<file path="src/include/rub_pkg.sv">
// rub_pkg: shared constants and types of the run-enable / up-down bias block.
// assumes a single 40 MHz clock domain; register offsets are byte addresses.
package rub_pkg;

    // ----------------------------------------------------------------
    // timing
    // ----------------------------------------------------------------
    localparam int unsigned CLK_HZ = 40_000_000;
    localparam int unsigned HOLD_SAVE_MS = 5000;
    localparam int unsigned HOLD_SAVE_CYC = HOLD_SAVE_MS * (CLK_HZ / 1000);

    // ----------------------------------------------------------------
    // register map
    // ----------------------------------------------------------------
    localparam logic [4:0] OFS_CTRL = 5'h00;
    localparam logic [4:0] OFS_STEP = 5'h04;
    localparam logic [4:0] OFS_FREF = 5'h08;
    localparam logic [4:0] OFS_SAVED = 5'h0c;
    localparam logic [4:0] OFS_STATUS = 5'h10;
    localparam logic [4:0] OFS_LIMIT = 5'h14;
    localparam logic [4:0] OFS_RATE = 5'h18;
    localparam logic [7:0] CTRL_RST = 8'h00;
    localparam logic [15:0] STEP_RST = 16'h0000;
    localparam logic [15:0] FREF_RST = 16'h0000;
    localparam logic [15:0] LIMIT_RST = 16'h0100;
    localparam logic [15:0] RATE_RST = 16'h0001;
    localparam logic [15:0] HSB_STEP = 16'h0004;

    // ----------------------------------------------------------------
    // encodings
    // ----------------------------------------------------------------
    typedef enum logic [1:0] {
        STOP_RAMP = 2'b00,
        STOP_COAST = 2'b01,
        STOP_DCINJ = 2'b10,
        STOP_COAST_TMR = 2'b11
    } rub_stop_t;

    typedef enum logic [1:0] {
        ST_IDLE = 2'b00,
        ST_RUN = 2'b01,
        ST_STOPPING = 2'b10,
        ST_HSB = 2'b11
    } rub_state_t;

    // control register layout, bit 7 at the top
    typedef struct packed {
        logic [1:0] run_source_select;
        logic multistep_ref;
        logic pm_olv;
        logic bias_mode_select;
        logic hold_function_select;
        rub_stop_t stop_method_select;
    } rub_ctrl_t;

    // debounced contact inputs
    typedef struct packed {
        logic hsb;
        logic lower;
        logic raise;
        logic enable;
        logic run;
    } rub_pins_t;

endpackage : rub_pkg

</file>
<file path="src/verilog/rub_core.sv">
// rub_core: run-enable gating, stop method choice, high-slip braking and
// up/down bias on the frequency reference, with a plain register port.
// assumes contact pins are asynchronous; fout, speed_agree, limit flags and
// fref_in come from logic on clk.
`timescale 1ns/1ps
`default_nettype none

// Overview of operation
// - a high-slip braking request while running lowers the output frequency step by step, pausing while current or bus limits are hit.
// - no run command is carried out while the enable contact is open.
// - the disabled indication is shown while the enable contact is open.
// - a run command already closed when enable closes must be released and closed again before running.
// - enable opening while running starts a stop by the selected stop method.
// - stop method 0 is ramp, 1 coast, 2 DC injection, 3 coast with timer, reset value 0.
// - DC injection is replaced by ramp to stop in permanent-magnet open-loop vector mode.
// - the raise contact increases and the lower contact decreases the frequency reference.
// - with both contacts open the reference is left unchanged.
// - a nonzero bias step sets the target to reference plus or minus the step.
// - with an analog reference and the hold function off, a jump larger than the fluctuation limit holds the bias until speed agree.
// - with hold enabled the bias stays after release until the reference changes.
module rub_core #(
    parameter int unsigned SAVE_CYCLES = rub_pkg::HOLD_SAVE_CYC
) (
    input wire logic clk,
    input wire logic arst_n,
    input wire logic ce,
    input wire logic [4:0] addr,
    input wire logic [31:0] wdata,
    input wire logic wr,
    input wire logic rd,
    output logic [31:0] rdata,
    input wire logic run_pin,
    input wire logic enable_pin,
    input wire logic raise_pin,
    input wire logic lower_pin,
    input wire logic hsb_pin,
    input wire logic [15:0] fref_in,
    input wire logic [15:0] fout,
    input wire logic speed_agree,
    input wire logic cur_limit,
    input wire logic bus_limit,
    output logic run_out,
    output logic stop_req,
    output logic [1:0] stop_kind,
    output logic hsb_active,
    output logic disabled_indication,
    output logic [15:0] freq_target
);

    if (SAVE_CYCLES < 1 || SAVE_CYCLES > 32'h0fffffff)
    begin : g_chk
        $error("SAVE_CYCLES out of range");
    end

    // ----------------------------------------------------------------
    // contact synchronisers
    // ----------------------------------------------------------------
    rub_pkg::rub_pins_t s1_r, s2_r, s3_r, pin_r;

    // a change is taken only when stages two and three agree
    always_ff @(posedge clk or negedge arst_n)
    begin
        if (!arst_n)
        begin
            s1_r <= '0;
            s2_r <= '0;
            s3_r <= '0;
            pin_r <= '0;
        end
        else if (ce)
        begin
            s1_r <= {hsb_pin, lower_pin, raise_pin, enable_pin, run_pin};
            s2_r <= s1_r;
            s3_r <= s2_r;
            if (s2_r == s3_r)
                pin_r <= s3_r;
        end
    end

    // ----------------------------------------------------------------
    // registers
    // ----------------------------------------------------------------
    rub_pkg::rub_ctrl_t ctrl_r;
    logic [15:0] step_r, fref_r, saved_r, limit_r, rate_r;
    rub_pkg::rub_state_t state_r;
    logic signed [17:0] bias_r;
    logic save_p;
    logic fhold_r;

    // software writes; a save in the same cycle yields to software
    always_ff @(posedge clk or negedge arst_n)
    begin
        if (!arst_n)
        begin
            ctrl_r <= rub_pkg::CTRL_RST;
            step_r <= rub_pkg::STEP_RST;
            fref_r <= rub_pkg::FREF_RST;
            saved_r <= 16'h0000;
            limit_r <= rub_pkg::LIMIT_RST;
            rate_r <= rub_pkg::RATE_RST;
        end
        else if (ce)
        begin
            if (save_p && ctrl_r.multistep_ref)
            begin
                fref_r <= freq_target;
                saved_r <= 16'h0000;
            end
            else if (save_p)
                saved_r <= bias_r[15:0];
            if (wr)
            begin
                unique case (addr)
                    rub_pkg::OFS_CTRL: ctrl_r <= wdata[7:0];
                    rub_pkg::OFS_STEP: step_r <= wdata[15:0];
                    rub_pkg::OFS_FREF: fref_r <= wdata[15:0];
                    rub_pkg::OFS_SAVED: saved_r <= wdata[15:0];
                    rub_pkg::OFS_LIMIT: limit_r <= wdata[15:0];
                    rub_pkg::OFS_RATE: rate_r <= wdata[15:0];
                    default: ;
                endcase
            end
        end
    end

    // read data one cycle after the strobe, zero otherwise
    always_ff @(posedge clk or negedge arst_n)
    begin
        if (!arst_n)
            rdata <= 32'h00000000;
        else if (ce)
        begin
            rdata <= 32'h00000000;
            if (rd)
            begin
                unique case (addr)
                    rub_pkg::OFS_CTRL: rdata <= {24'h000000, ctrl_r};
                    rub_pkg::OFS_STEP: rdata <= {16'h0000, step_r};
                    rub_pkg::OFS_FREF: rdata <= {16'h0000, fref_r};
                    rub_pkg::OFS_SAVED: rdata <= {16'h0000, saved_r};
                    rub_pkg::OFS_STATUS: rdata <= {23'h000000, fhold_r, pin_r, state_r, disabled_indication};
                    rub_pkg::OFS_LIMIT: rdata <= {16'h0000, limit_r};
                    rub_pkg::OFS_RATE: rdata <= {16'h0000, rate_r};
                    default: rdata <= 32'h00000000;
                endcase
            end
        end
    end

    // ----------------------------------------------------------------
    // run sequencing
    // ----------------------------------------------------------------
    logic run_ok_r;
    rub_pkg::rub_stop_t kind_nxt;

    // dc injection is unavailable in pm open-loop vector, fall back to ramp
    always_comb
    begin
        kind_nxt = ctrl_r.stop_method_select;
        if (ctrl_r.pm_olv && kind_nxt == rub_pkg::STOP_DCINJ)
            kind_nxt = rub_pkg::STOP_RAMP;
    end

    // run is armed only after seeing it open while enabled
    always_ff @(posedge clk or negedge arst_n)
    begin
        if (!arst_n)
            run_ok_r <= 1'b0;
        else if (ce)
        begin
            if (!pin_r.enable)
                run_ok_r <= 1'b0;
            else if (!pin_r.run)
                run_ok_r <= 1'b1;
        end
    end

    // main state machine and its registered outputs
    always_ff @(posedge clk or negedge arst_n)
    begin
        if (!arst_n)
        begin
            state_r <= rub_pkg::ST_IDLE;
            run_out <= 1'b0;
            stop_req <= 1'b0;
            stop_kind <= rub_pkg::STOP_RAMP;
            hsb_active <= 1'b0;
            disabled_indication <= 1'b0;
        end
        else if (ce)
        begin
            disabled_indication <= !pin_r.enable;
            unique case (state_r)
                rub_pkg::ST_IDLE:
                begin
                    if (pin_r.enable && pin_r.run && run_ok_r)
                    begin
                        state_r <= rub_pkg::ST_RUN;
                        run_out <= 1'b1;
                    end
                end
                rub_pkg::ST_RUN:
                begin
                    if (!pin_r.enable || !pin_r.run)
                    begin
                        state_r <= rub_pkg::ST_STOPPING;
                        run_out <= 1'b0;
                        stop_req <= 1'b1;
                        stop_kind <= kind_nxt;
                    end
                    else if (pin_r.hsb)
                    begin
                        state_r <= rub_pkg::ST_HSB;
                        hsb_active <= 1'b1;
                    end
                end
                rub_pkg::ST_HSB:
                begin
                    // enable opening mid-braking still hands over to the chosen stop
                    if (!pin_r.enable)
                    begin
                        state_r <= rub_pkg::ST_STOPPING;
                        run_out <= 1'b0;
                        stop_req <= 1'b1;
                        stop_kind <= kind_nxt;
                        hsb_active <= 1'b0;
                    end
                    else if (fout == 16'h0000)
                    begin
                        state_r <= rub_pkg::ST_IDLE;
                        run_out <= 1'b0;
                        hsb_active <= 1'b0;
                    end
                end
                rub_pkg::ST_STOPPING:
                begin
                    // motor standstill ends the stop
                    if (fout == 16'h0000)
                    begin
                        state_r <= rub_pkg::ST_IDLE;
                        run_out <= 1'b0;
                        stop_req <= 1'b0;
                        hsb_active <= 1'b0;
                    end
                end
            endcase
        end
    end

    // ----------------------------------------------------------------
    // up/down bias
    // ----------------------------------------------------------------
    logic [15:0] base, base_q_r, fout_q_r;
    logic up, dn, ref_chg, jump;
    logic signed [17:0] up_sum, dn_sum, ref_dif;

    assign base = ctrl_r.multistep_ref ? fref_r : fref_in;
    assign up = pin_r.raise && !pin_r.lower;
    assign dn = pin_r.lower && !pin_r.raise;
    assign ref_chg = base != base_q_r;
    assign up_sum = bias_r + $signed({2'b00, rate_r});
    assign dn_sum = bias_r - $signed({2'b00, rate_r});
    assign ref_dif = $signed({2'b00, base}) - $signed({2'b00, base_q_r});
    assign jump = (ref_dif > $signed({2'b00, limit_r})) || (-ref_dif > $signed({2'b00, limit_r}));

    // previous reference and output frequency for change detection
    always_ff @(posedge clk or negedge arst_n)
    begin
        if (!arst_n)
        begin
            base_q_r <= 16'h0000;
            fout_q_r <= 16'h0000;
        end
        else if (ce)
        begin
            base_q_r <= base;
            fout_q_r <= fout;
        end
    end

    // analog jump during accel/decel keeps the bias until speed agree when the hold function is off
    always_ff @(posedge clk or negedge arst_n)
    begin
        if (!arst_n)
            fhold_r <= 1'b0;
        else if (ce)
        begin
            if (!ctrl_r.multistep_ref && jump && bias_r != 18'sd0)
                fhold_r <= 1'b1;
            else if (speed_agree)
                fhold_r <= 1'b0;
        end
    end

    // bias is bounded to the 16-bit range so the sum never wraps
    always_ff @(posedge clk or negedge arst_n)
    begin
        if (!arst_n)
            bias_r <= 18'sd0;
        else if (ce)
        begin
            if (save_p && ctrl_r.multistep_ref)
                bias_r <= 18'sd0;
            else if (up && step_r != 16'h0000)
                bias_r <= $signed({2'b00, step_r});
            else if (dn && step_r != 16'h0000)
                bias_r <= -$signed({2'b00, step_r});
            else if (up)
                bias_r <= (up_sum > 18'sd65535) ? 18'sd65535 : up_sum;
            else if (dn)
                bias_r <= (dn_sum < -18'sd65535) ? -18'sd65535 : dn_sum;
            else if (ctrl_r.hold_function_select ? ref_chg : !fhold_r)
                bias_r <= 18'sd0;
            // otherwise both open or both closed: nothing moves
        end
    end

    // ----------------------------------------------------------------
    // hold-and-save timer
    // ----------------------------------------------------------------
    logic [27:0] save_cnt_r;

    // counts while the held output frequency is steady
    always_ff @(posedge clk or negedge arst_n)
    begin
        if (!arst_n)
        begin
            save_cnt_r <= 28'h0000000;
            save_p <= 1'b0;
        end
        else if (ce)
        begin
            save_p <= 1'b0;
            if (!ctrl_r.hold_function_select || up || dn || bias_r == 18'sd0
                || fout != fout_q_r || state_r != rub_pkg::ST_RUN)
                save_cnt_r <= 28'h0000000;
            else if (save_cnt_r == SAVE_CYCLES[27:0] - 28'h0000001)
            begin
                save_cnt_r <= 28'h0000000;
                save_p <= 1'b1;
            end
            else
                save_cnt_r <= save_cnt_r + 28'h0000001;
        end
    end

    // ----------------------------------------------------------------
    // frequency target
    // ----------------------------------------------------------------
    logic signed [17:0] tgt;
    logic [15:0] hsb_dn;

    assign tgt = $signed({2'b00, base}) + bias_r;
    assign hsb_dn = (freq_target > rub_pkg::HSB_STEP) ? freq_target - rub_pkg::HSB_STEP : 16'h0000;

    // high-slip braking pulls the frequency down, pausing at a limit
    always_ff @(posedge clk or negedge arst_n)
    begin
        if (!arst_n)
            freq_target <= 16'h0000;
        else if (ce)
        begin
            if (state_r == rub_pkg::ST_HSB)
            begin
                if (!cur_limit && !bus_limit)
                    freq_target <= hsb_dn;
            end
            else if (tgt < 18'sd0)
                freq_target <= 16'h0000;
            else if (tgt > 18'sd65535)
                freq_target <= 16'hffff;
            else
                freq_target <= tgt[15:0];
        end
    end

    // ----------------------------------------------------------------
    // checks
    // ----------------------------------------------------------------
    a_enable_gates_run: assert property (@(posedge clk) disable iff (!arst_n)
        ce && !pin_r.enable |=> !run_out) else $error("ran while disabled");
    a_disabled_shown: assert property (@(posedge clk) disable iff (!arst_n)
        ce && !pin_r.enable |=> disabled_indication) else $error("no disabled indication");
    a_held_run_waits: assert property (@(posedge clk) disable iff (!arst_n)
        ce && !pin_r.enable ##1 ce && pin_r.enable && pin_r.run |=> !run_out)
        else $error("held run started");
    a_disable_stops: assert property (@(posedge clk) disable iff (!arst_n)
        ce && state_r == rub_pkg::ST_RUN && !pin_r.enable |=> stop_req && state_r == rub_pkg::ST_STOPPING)
        else $error("no stop on disable");
    a_stop_kind_map: assert property (@(posedge clk) disable iff (!arst_n)
        $rose(stop_req) && !$past(ctrl_r.pm_olv) |-> stop_kind == $past(ctrl_r.stop_method_select))
        else $error("wrong stop kind");
    a_pm_no_dcinj: assert property (@(posedge clk) disable iff (!arst_n)
        $rose(stop_req) && $past(ctrl_r.pm_olv) |-> stop_kind != rub_pkg::STOP_DCINJ)
        else $error("dc injection in pm mode");
    a_raise_grows: assert property (@(posedge clk) disable iff (!arst_n)
        ce && up && step_r == 16'h0000 && rate_r != 16'h0000 && bias_r < 18'sd65535 && !save_p
        |=> bias_r > $past(bias_r)) else $error("raise did not increase");
    a_idle_steady: assert property (@(posedge clk) disable iff (!arst_n)
        ce && !up && !dn && ctrl_r.hold_function_select && !ref_chg && !save_p |=> $stable(bias_r))
        else $error("bias moved while idle");
    a_step_applied: assert property (@(posedge clk) disable iff (!arst_n)
        ce && dn && step_r != 16'h0000 && !save_p |=> bias_r == -$signed({2'b00, $past(step_r)}))
        else $error("step bias wrong");
    a_jump_holds: assert property (@(posedge clk) disable iff (!arst_n)
        ce && fhold_r && !speed_agree && !up && !dn && !ctrl_r.hold_function_select |=> $stable(bias_r))
        else $error("bias dropped before agree");
    a_both_closed: assert property (@(posedge clk) disable iff (!arst_n)
        ce && pin_r.raise && pin_r.lower && !ctrl_r.hold_function_select && fhold_r && !save_p
        |=> $stable(bias_r)) else $error("both closed moved bias");
    a_save_clears: assert property (@(posedge clk) disable iff (!arst_n)
        ce && save_p && ctrl_r.multistep_ref |=> bias_r == 18'sd0) else $error("save kept bias");
    a_hsb_falls: assert property (@(posedge clk) disable iff (!arst_n)
        ce && state_r == rub_pkg::ST_HSB && !cur_limit && !bus_limit |=> freq_target <= $past(freq_target))
        else $error("hsb rose");

endmodule : rub_core

`default_nettype wire
</file>
<file path="config.mk">
export PLATFORM = sky130hd
export DESIGN_NAME = rub_core
export DESIGN_NICKNAME = d
export VERILOG_FILES = /design/src/include/rub_pkg.sv /design/src/verilog/rub_core.sv
export SDC_FILE = /design/constraint.sdc
export NUM_CORES = 1
export LEC_CHECK = 0
export ABC_AREA = 0
export BUFFER_PORTS_ARGS = -buffer_cell sky130_fd_sc_hd__buf_2
export CAP_MARGIN = 20
export CORE_ASPECT_RATIO = 0.6
export CORE_MARGIN = 4
export CORE_UTILIZATION = 50
export DETAILED_ROUTE_END_ITERATION = 10
export PLACE_DENSITY = 0.69
export SYNTH_ARGS = -nofsm -noshare
export SYNTH_HDL_FRONTEND = slang
export SYNTH_SLANG_ARGS = --single-unit
</file>
<file path="constraint.sdc">
create_clock -name clk -period 8.8 [get_ports clk]
set_clock_uncertainty 0.1 [all_clocks]
set_input_delay 1.32 -clock clk [delete_from_list [all_inputs] [get_ports clk]]
set_output_delay 1.32 -clock clk [all_outputs]
set_load 0.1 [all_outputs]
</file>
==> results of run 1 <==
-- final timing paths --
kind,to,cells past startpoint,slack [ns],start
worst max register to register,bias_r[3],17,3.01,bias_r[7]
worst min-delay path,saved_r[9],2,0.38,saved_r[9]
worst min register to register,saved_r[9],2,0.38,saved_r[9]
worst max-delay path,fhold_r,20,2.93,fref_in[1]
max in group asynchronous,s2_r[1],2,6.37,arst_n
min in group asynchronous,save_cnt_r[5],1,0.81,arst_n
-- cell usage after synthesis, drive strengths merged, types with 12 or more instances --
master / number / area [µm²]
dfrtp: 227 / 5680
buf: 35 / 210
a221o: 12 / 120
o22ai: 42 / 263
o2bb2ai: 17 / 149
nand4: 15 / 93.8
nor4: 23 / 144
nand3: 51 / 255
nor2b: 15 / 93.8
nor3: 42 / 210
xor2: 40 / 350
nand2b: 24 / 150
a211oi: 19 / 143
xnor2: 53 / 464
a21oi: 123 / 616
ha: 103 / 1290
nand2: 198 / 743
a221oi: 12 / 118
nor2: 172 / 648
a21o: 15 / 113
inv: 97 / 364
or3: 12 / 90.1
clkbuf: 69 / 259
mux2: 78 / 878
o21ai: 176 / 881
o31ai: 16 / 120
mux2i: 38 / 380
and3: 18 / 113
-- where the power goes --
| part | switching (µW) | internal (µW) | total [µW] |
|---|---|---|---|
| clock | 457 | 623 | 1080 |
| combinational | 1840 | 949 | 2790 |
| sequential | 352 | 1240 | 1600 |
-- layout by cell type, fill, tap and decap left out, types with 12 or more instances in the layout --
| cell type | n |
|---|---|
| a211oi_1 | 19 |
| a21o_1 | 15 |
| a21oi_1 | 122 |
| a221o_1 | 12 |
| and3_1 | 18 |
| buf_2 | 101 |
| buf_4 | 22 |
| clkbuf_16 | 23 |
| conb_1 | 16 |
| dfrtp_1 | 227 |
| ha_1 | 103 |
| inv_1 | 95 |
| mux2_2 | 78 |
| mux2i_1 | 38 |
| nand2_1 | 198 |
| nand2b_1 | 24 |
| nand3_1 | 51 |
| nand4_1 | 15 |
| nor2_1 | 171 |
| nor2b_1 | 15 |
| nor3_1 | 41 |
| nor4_1 | 23 |
| o21ai_0 | 175 |
| o22ai_1 | 42 |
| o2bb2ai_1 | 17 |
| o31ai_1 | 16 |
| xnor2_1 | 53 |
| xor2_1 | 40 |
-- stage by stage --
step / total power, µW / hold slack (ns) / instance area [µm²] / util [%] / setup WS [ns]
2_1_floorplan: 3490 / 0.344 / 16300 / - / 3.50
6_report: 5470 / 0.380 / 17900 / 56.6 / 2.93
3_3_place_gp: 4220 / 0.356 / 17100 / 54.0 / 2.76
3_5_place_dp: 4280 / 0.365 / 17100 / 54.0 / 2.61
4_1_cts: 5370 / 0.381 / 17900 / 56.6 / 3.14
5_1_grt: 5740 / 0.402 / 17900 / 56.6 / 2.74
-- layout make-up --
class	instances	area (µm²)
Tap cell	416	520
Clock inverter	14	180
Multi-Input combinational cell	1477	9780
Timing Repair Buffer	124	686
Sequential cell	229	5730
Clock buffer	27	621
Fill cell	2831	13700
Inverter	98	368
-- routing by layer --
layer,track usage (%),vias to the layer above
met3,7.14,119
li1,-,6932
met5,0,-
met1,47.3,7286
met2,40.8,923
met4,8.08,0
-- cell families after synthesis --
kind of cell,Yosys count
other,1
and+or+nand+nor,610
DFF,229
muxes,116
AOI/OAI and AO/OA,535
adders and majority gates,107
buffers and inverters,202
xor gates and xnor gates,93
-- critical path: stages --
cell and delay [ns]:
buf_2 0.10, mux2i_1 0.31, inv_1 0.21, ha_1 0.38, nand2b_1 0.14, a21oi_1 0.08
o21ai_0 0.38, a21oi_1 0.26, nor4_1 0.74, and3_1 0.31, nand2_1 0.08, xor2_1 0.15
ha_1 0.30, and4_1 0.22, nand3_1 0.14, or4_1 0.52, o31ai_1 0.10, a211oi_1 0.13
o21ai_0 0.23, a211oi_1 0.10
-- state kept, by name, summed over array words and instances (netlist names), 2 cells and up --
signal	cells
save_cnt_r	28
s1_r	5
limit_r	16
step_r	16
fref_r	16
state_r	2
base_q_r	16
rate_r	16
freq_target	16
ctrl_r	8
stop_kind	2
saved_r	16
bias_r	18
fout_q_r	16
s3_r	5
s2_r	5
pin_r	5
rdata	16
==> qor.yml, run 1 <==
die:
  core_area_um2: 31600
  standard_cell_row_count: 50
  design.die.area_um2: 35600
  initial_core_util_pct: 51.5
  dieHeight_um: 148
  die_w_um: 241
  ios: 136
route:
  drt-pass1-iter-count: 9
  wl_per_cell_um: 23.2
  routed-wl-met2_um: 21800
  routedLengthMet1_um: 25400
  routed.top_layer: "met4"
  dr_total_vias: 15260
  drt_drc_violations_left: 0
  drt-initial-drc-count: 1743
  met3_length_um: 6370
  avgViaCountPerCell: 6.40
  antenna_violating_nets_post_route: 0
  route.final.wire_length_um: 55400
yosys:
  synthesis.area_um2: 16300
  synthArstFlopShare_pct: 100
  yosys.area_share.simple_pct: 17.5
  xor_and_xnor_area_share_after_synthesis_pct: 5.01
  synth_compound_gate_area_share_pct: 21.0
  synthesis.area_per_instance_um2: 8.60
  main_combinational_cell_family_by_area_after_synthesis: "compound AO/OA/AOI/OAI gates"
  synthFlopType: "dfrtp_1"
  syn-instance-count: 1893
  yosysSeqAreaShare_pct: 35.2
  post_synthesis_adder_cell_area_fraction_pct: 8.41
  ys_warn_count: 0
  post_synth_mux_area_share_pct: 7.74
  postSynthRegisterBits: 229
  synth.distinct_cells: 78
  number_of_synthesized_flops_with_an_enable_pin: 0
cts:
  htree_num_levels: 1
  ctsHoldBuffers: 0
  clock_tree.root_cell: "clkbuf_16"
  cts-root-to-sink-buffers: 3
  clock_insertion_delay_worst_skew_ns: 0.54
  number_of_setup_buffers_added_after_cts: 0
  clock_sinks: 229
  cts_tree: "done"
  number_of_buffers_created_by_cts: 23
  clk_pin_slew_worst_paths_ns: 0.07
  cts_resized: 0
timing:
  final-setup-viol-count: 0
  totalNegativeSetupSlack_ns: 0
  setup_repair_after_global_routing_missed_its_margin: "false"
  clock.fmax_mhz: 170
  max_slew.worst_pin.slew_ns: 1.11
  timing.max_slew.rel_slack_pct: 25.9
  tcrit_tclk_final_pct: 66.7
  layout_min_cycle_time_ns: 5.87
  final_max_slew_viol_count: 0
  hold_viol_final: 0
placement:
  io_buffer_count: 103
  routabilityCongestion: 0.972
  dp.cells: 2342
  post-dp-hpwl_um: 41300
power_and_ir_drop:
  ir_drop_mv: 0.342
  power_per_cell_area_nw_per_um2: 306
  cellLeakagePower_uw: 0.00792
setup_path:
  critical_path.startpoint_type: "input pin"
  crit_fanout: 4
  crit_path_end_kind: "flip-flop"
  timing.setup.critical_path_class: "in -> reg"
  data_required_time_at_the_worst_endpoint_ns: 9.12
  critPathArrivalTime_ns: 6.18
min_path:
  hold_class: "reg -> reg"
finish:
  instances_no_fill: 2385
  antenna_cells: 0
  layout-drive-gt1-share_pct: 14.0
  finish.net_count: 2142
  area.growth.synth_to_final_pct: 9.92
grt:
  via_count_of_the_first_global_routing_pass: 13935
  grt_start_max_net_pins: 120
  grt_pass1_wl_um: 83400
  grt_remaining_overflow: 0
  antenna_found_initial: 0
  gr-usage-all-layers_pct: 30.0
flow_run:
  timing.max_cap.violations: 0
run_status:
  status: "complete, no violations"
(Power assumes the default switching activity.)
==> run 2: changes to the inputs <==
- clock period: 8.8 -> 5.6 ns (I/O delays scaled with it)
==> qor.yml, run 2 (synthesis gave the netlist of run 1 again) <==
die:
  initial_core_util_pct: 51.5
  die_w_um: 241
  standard_cell_row_count: 50
  design.die.area_um2: 35600
  ios: 136
  dieHeight_um: 148
  core_area_um2: 31600
finish:
  antenna_cells: 0
  area.growth.synth_to_final_pct: 11.4
  registers.top_by_ff_count: "save_cnt_r"
  fillCellCount: 2841
  layout-drive-gt1-share_pct: 15.4
  leading_cell_type_in_the_layout_fill_and_taps_excluded: "dfrtp_1"
  finish.net_count: 2175
  instances_no_fill: 2419
  layout.cells.most_common_list: "dfrtp_1, nand2_1, o21ai_0"
  regArea_um2: 5730
  number_of_flip_flops_in_the_largest_register: 28
  registers_with_the_highest_flip_flop_counts: "save_cnt_r: 28 flops, bias_r: 18 flops"
  multiInputGateArea_um2: 9780
timing:
  totalNegativeSetupSlack_ns: 0
  final_max_slew_viol_count: 0
  tcrit_tclk_final_pct: 97.0
  hold_viol_final: 0
  layout_min_cycle_time_ns: 5.43
  final-setup-viol-count: 0
  max_slew.worst_pin.slew_ns: 1.10
  fin_hold_ws_ns: 0.177
  timing.max_slew.rel_slack_pct: 25.8
  setup_repair_after_global_routing_missed_its_margin: "false"
  clock.fmax_mhz: 184
cts:
  cts_tree: "done"
  clock_sinks: 229
  ctsHoldBuffers: 0
  number_of_buffers_created_by_cts: 24
  number_of_setup_buffers_added_after_cts: 0
  cts-root-to-sink-buffers: 3
  clk_pin_slew_worst_paths_ns: 0.07
  htree_num_levels: 1
  clock_tree.root_cell: "clkbuf_16"
  clock_insertion_delay_worst_skew_ns: 0.54
setup_path:
  critPathBufInv: 1
  cpLargestDelayFamily: "simple AND/OR/NAND/NOR gates"
  timing.setup.critical_path_class: "reg -> reg"
  depth_of_the_worst_register_to_register_path: 19
  critical_path_s_largest_stage_delay_ns: 0.60
  critical_path.cell_chain: "inv_1 > ha_1 > nor2b_1 > o21ai_0 > nand2b_1 > xnor2_1 > or4_1 > nor4_1 > nand3_1 > nor4_1 > a311o_1 > ha_1 > nand2b_1 > nor2_1 > a221o_1 > a21oi_1 > a31oi_1 > nor3_1 > o21ai_0"
  data_required_time_at_the_worst_endpoint_ns: 5.90
  critPathArrivalTime_ns: 5.73
  critical_path_cell_count: 19
  crit_fanout: 5
  crit_path_end_kind: "flip-flop"
  critical-path-slowest-cell: "nor4_1"
  critical_path.startpoint_type: "flip-flop"
min_path:
  hold_class: "in -> async"
grt:
  antenna_found_initial: 0
  gr-usage-all-layers_pct: 30.6
  grt_start_max_net_pins: 138
  grt_remaining_overflow: 0
  via_count_of_the_first_global_routing_pass: 14051
  grt_pass1_wl_um: 85100
power_and_ir_drop:
  ir_drop_mv: 0.604
  total_power_uw: 8670
  power_per_cell_area_nw_per_um2: 478
  cellLeakagePower_uw: 0.00808
flow_run:
  timing.max_cap.violations: 0
placement:
  post-dp-hpwl_um: 41800
  dp.cells: 2375
  routabilityCongestion: 1.01
  io_buffer_count: 103
route:
  antenna_violating_nets_post_route: 0
  drt_drc_violations_left: 0
  avgViaCountPerCell: 6.37
  route.final.wire_length_um: 56000
  drt-initial-drc-count: 1952
  dr_total_vias: 15403
  drt-pass1-iter-count: 5
  wl_per_cell_um: 23.1
run_status:
  status: "complete, no violations"
run 2: cell types whose count changed in the layout (fill, tap and decap cells not counted), moves of 2 or more:
cell	delta
buf_4	+31
bufinv_16	-3
clkbuf_1	+2
clkbuf_16	+2
clkbuf_8	+2
clkinv_2	+2
clkinv_4	-2
run 2: final timing paths:
path                            startpoint        end  slack, ns
worst max-delay path             rate_r[1]  bias_r[3]       0.17
worst min-delay path                arst_n  bias_r[4]       0.18
worst max register to register   rate_r[1]  bias_r[3]       0.17
worst min register to register    rdata[5]   rdata[5]       0.39
max in group asynchronous           arst_n    s1_r[1]       4.01
min in group clk                  rdata[5]   rdata[5]       0.39
run 2: worst register-to-register path, stage by stage, from the launching register on:
cell	delay, ns
dfrtp_1	0.56
inv_1	0.13
ha_1	0.33
nor2b_1	0.14
o21ai_0	0.16
nand2b_1	0.15
xnor2_1	0.15
or4_1	0.58
nor4_1	0.60
nand3_1	0.14
nor4_1	0.36
a311o_1	0.25
ha_1	0.33
nand2b_1	0.21
nor2_1	0.26
a221o_1	0.21
a21oi_1	0.07
a31oi_1	0.16
nor3_1	0.06
o21ai_0	0.37
run 2: repair_timing:
item,4_1_cts,5_1_grt
gates resized for setup,0,3
setup endpoints to repair,0,1
endpoints found under the hold margin,0,0
run 2: through the flow:
stage	utilization, %	worst slack (ns)	area (µm²)
2_1_floorplan	-	0.776	16300
3_3_place_gp	54.8	0.284	17300
3_5_place_dp	54.8	0.0890	17300
4_1_cts	57.3	0.178	18100
5_1_grt	57.4	0.0516	18100
6_report	57.4	0.170	18100
run 2: cell type report:
class,instances,area share [%]
sequential,229,31.6
inverter,98,2.03
multi-input combinational,1477,54.0
clock inverter,10,0.414
tap,416,2.87
clock buffer,33,3.89
timing repair buffer,156,5.18
run 2: where the power goes:
part	leakage, µW	internal [µW]	switching [µW]
clock network	0.000397	925	710
logic	0.00487	1580	3030
registers	0.00282	1960	463
total	0.00808	4460	4210
run 2: layer usage:
metal	GRT usage (%)	wire length [µm]	up-vias
met5	0	0	-
met4	6.19	1120	0
met3	7.63	6750	80
met2	41.7	22400	880
met1	48.8	25800	7442
li1	-	-	7001
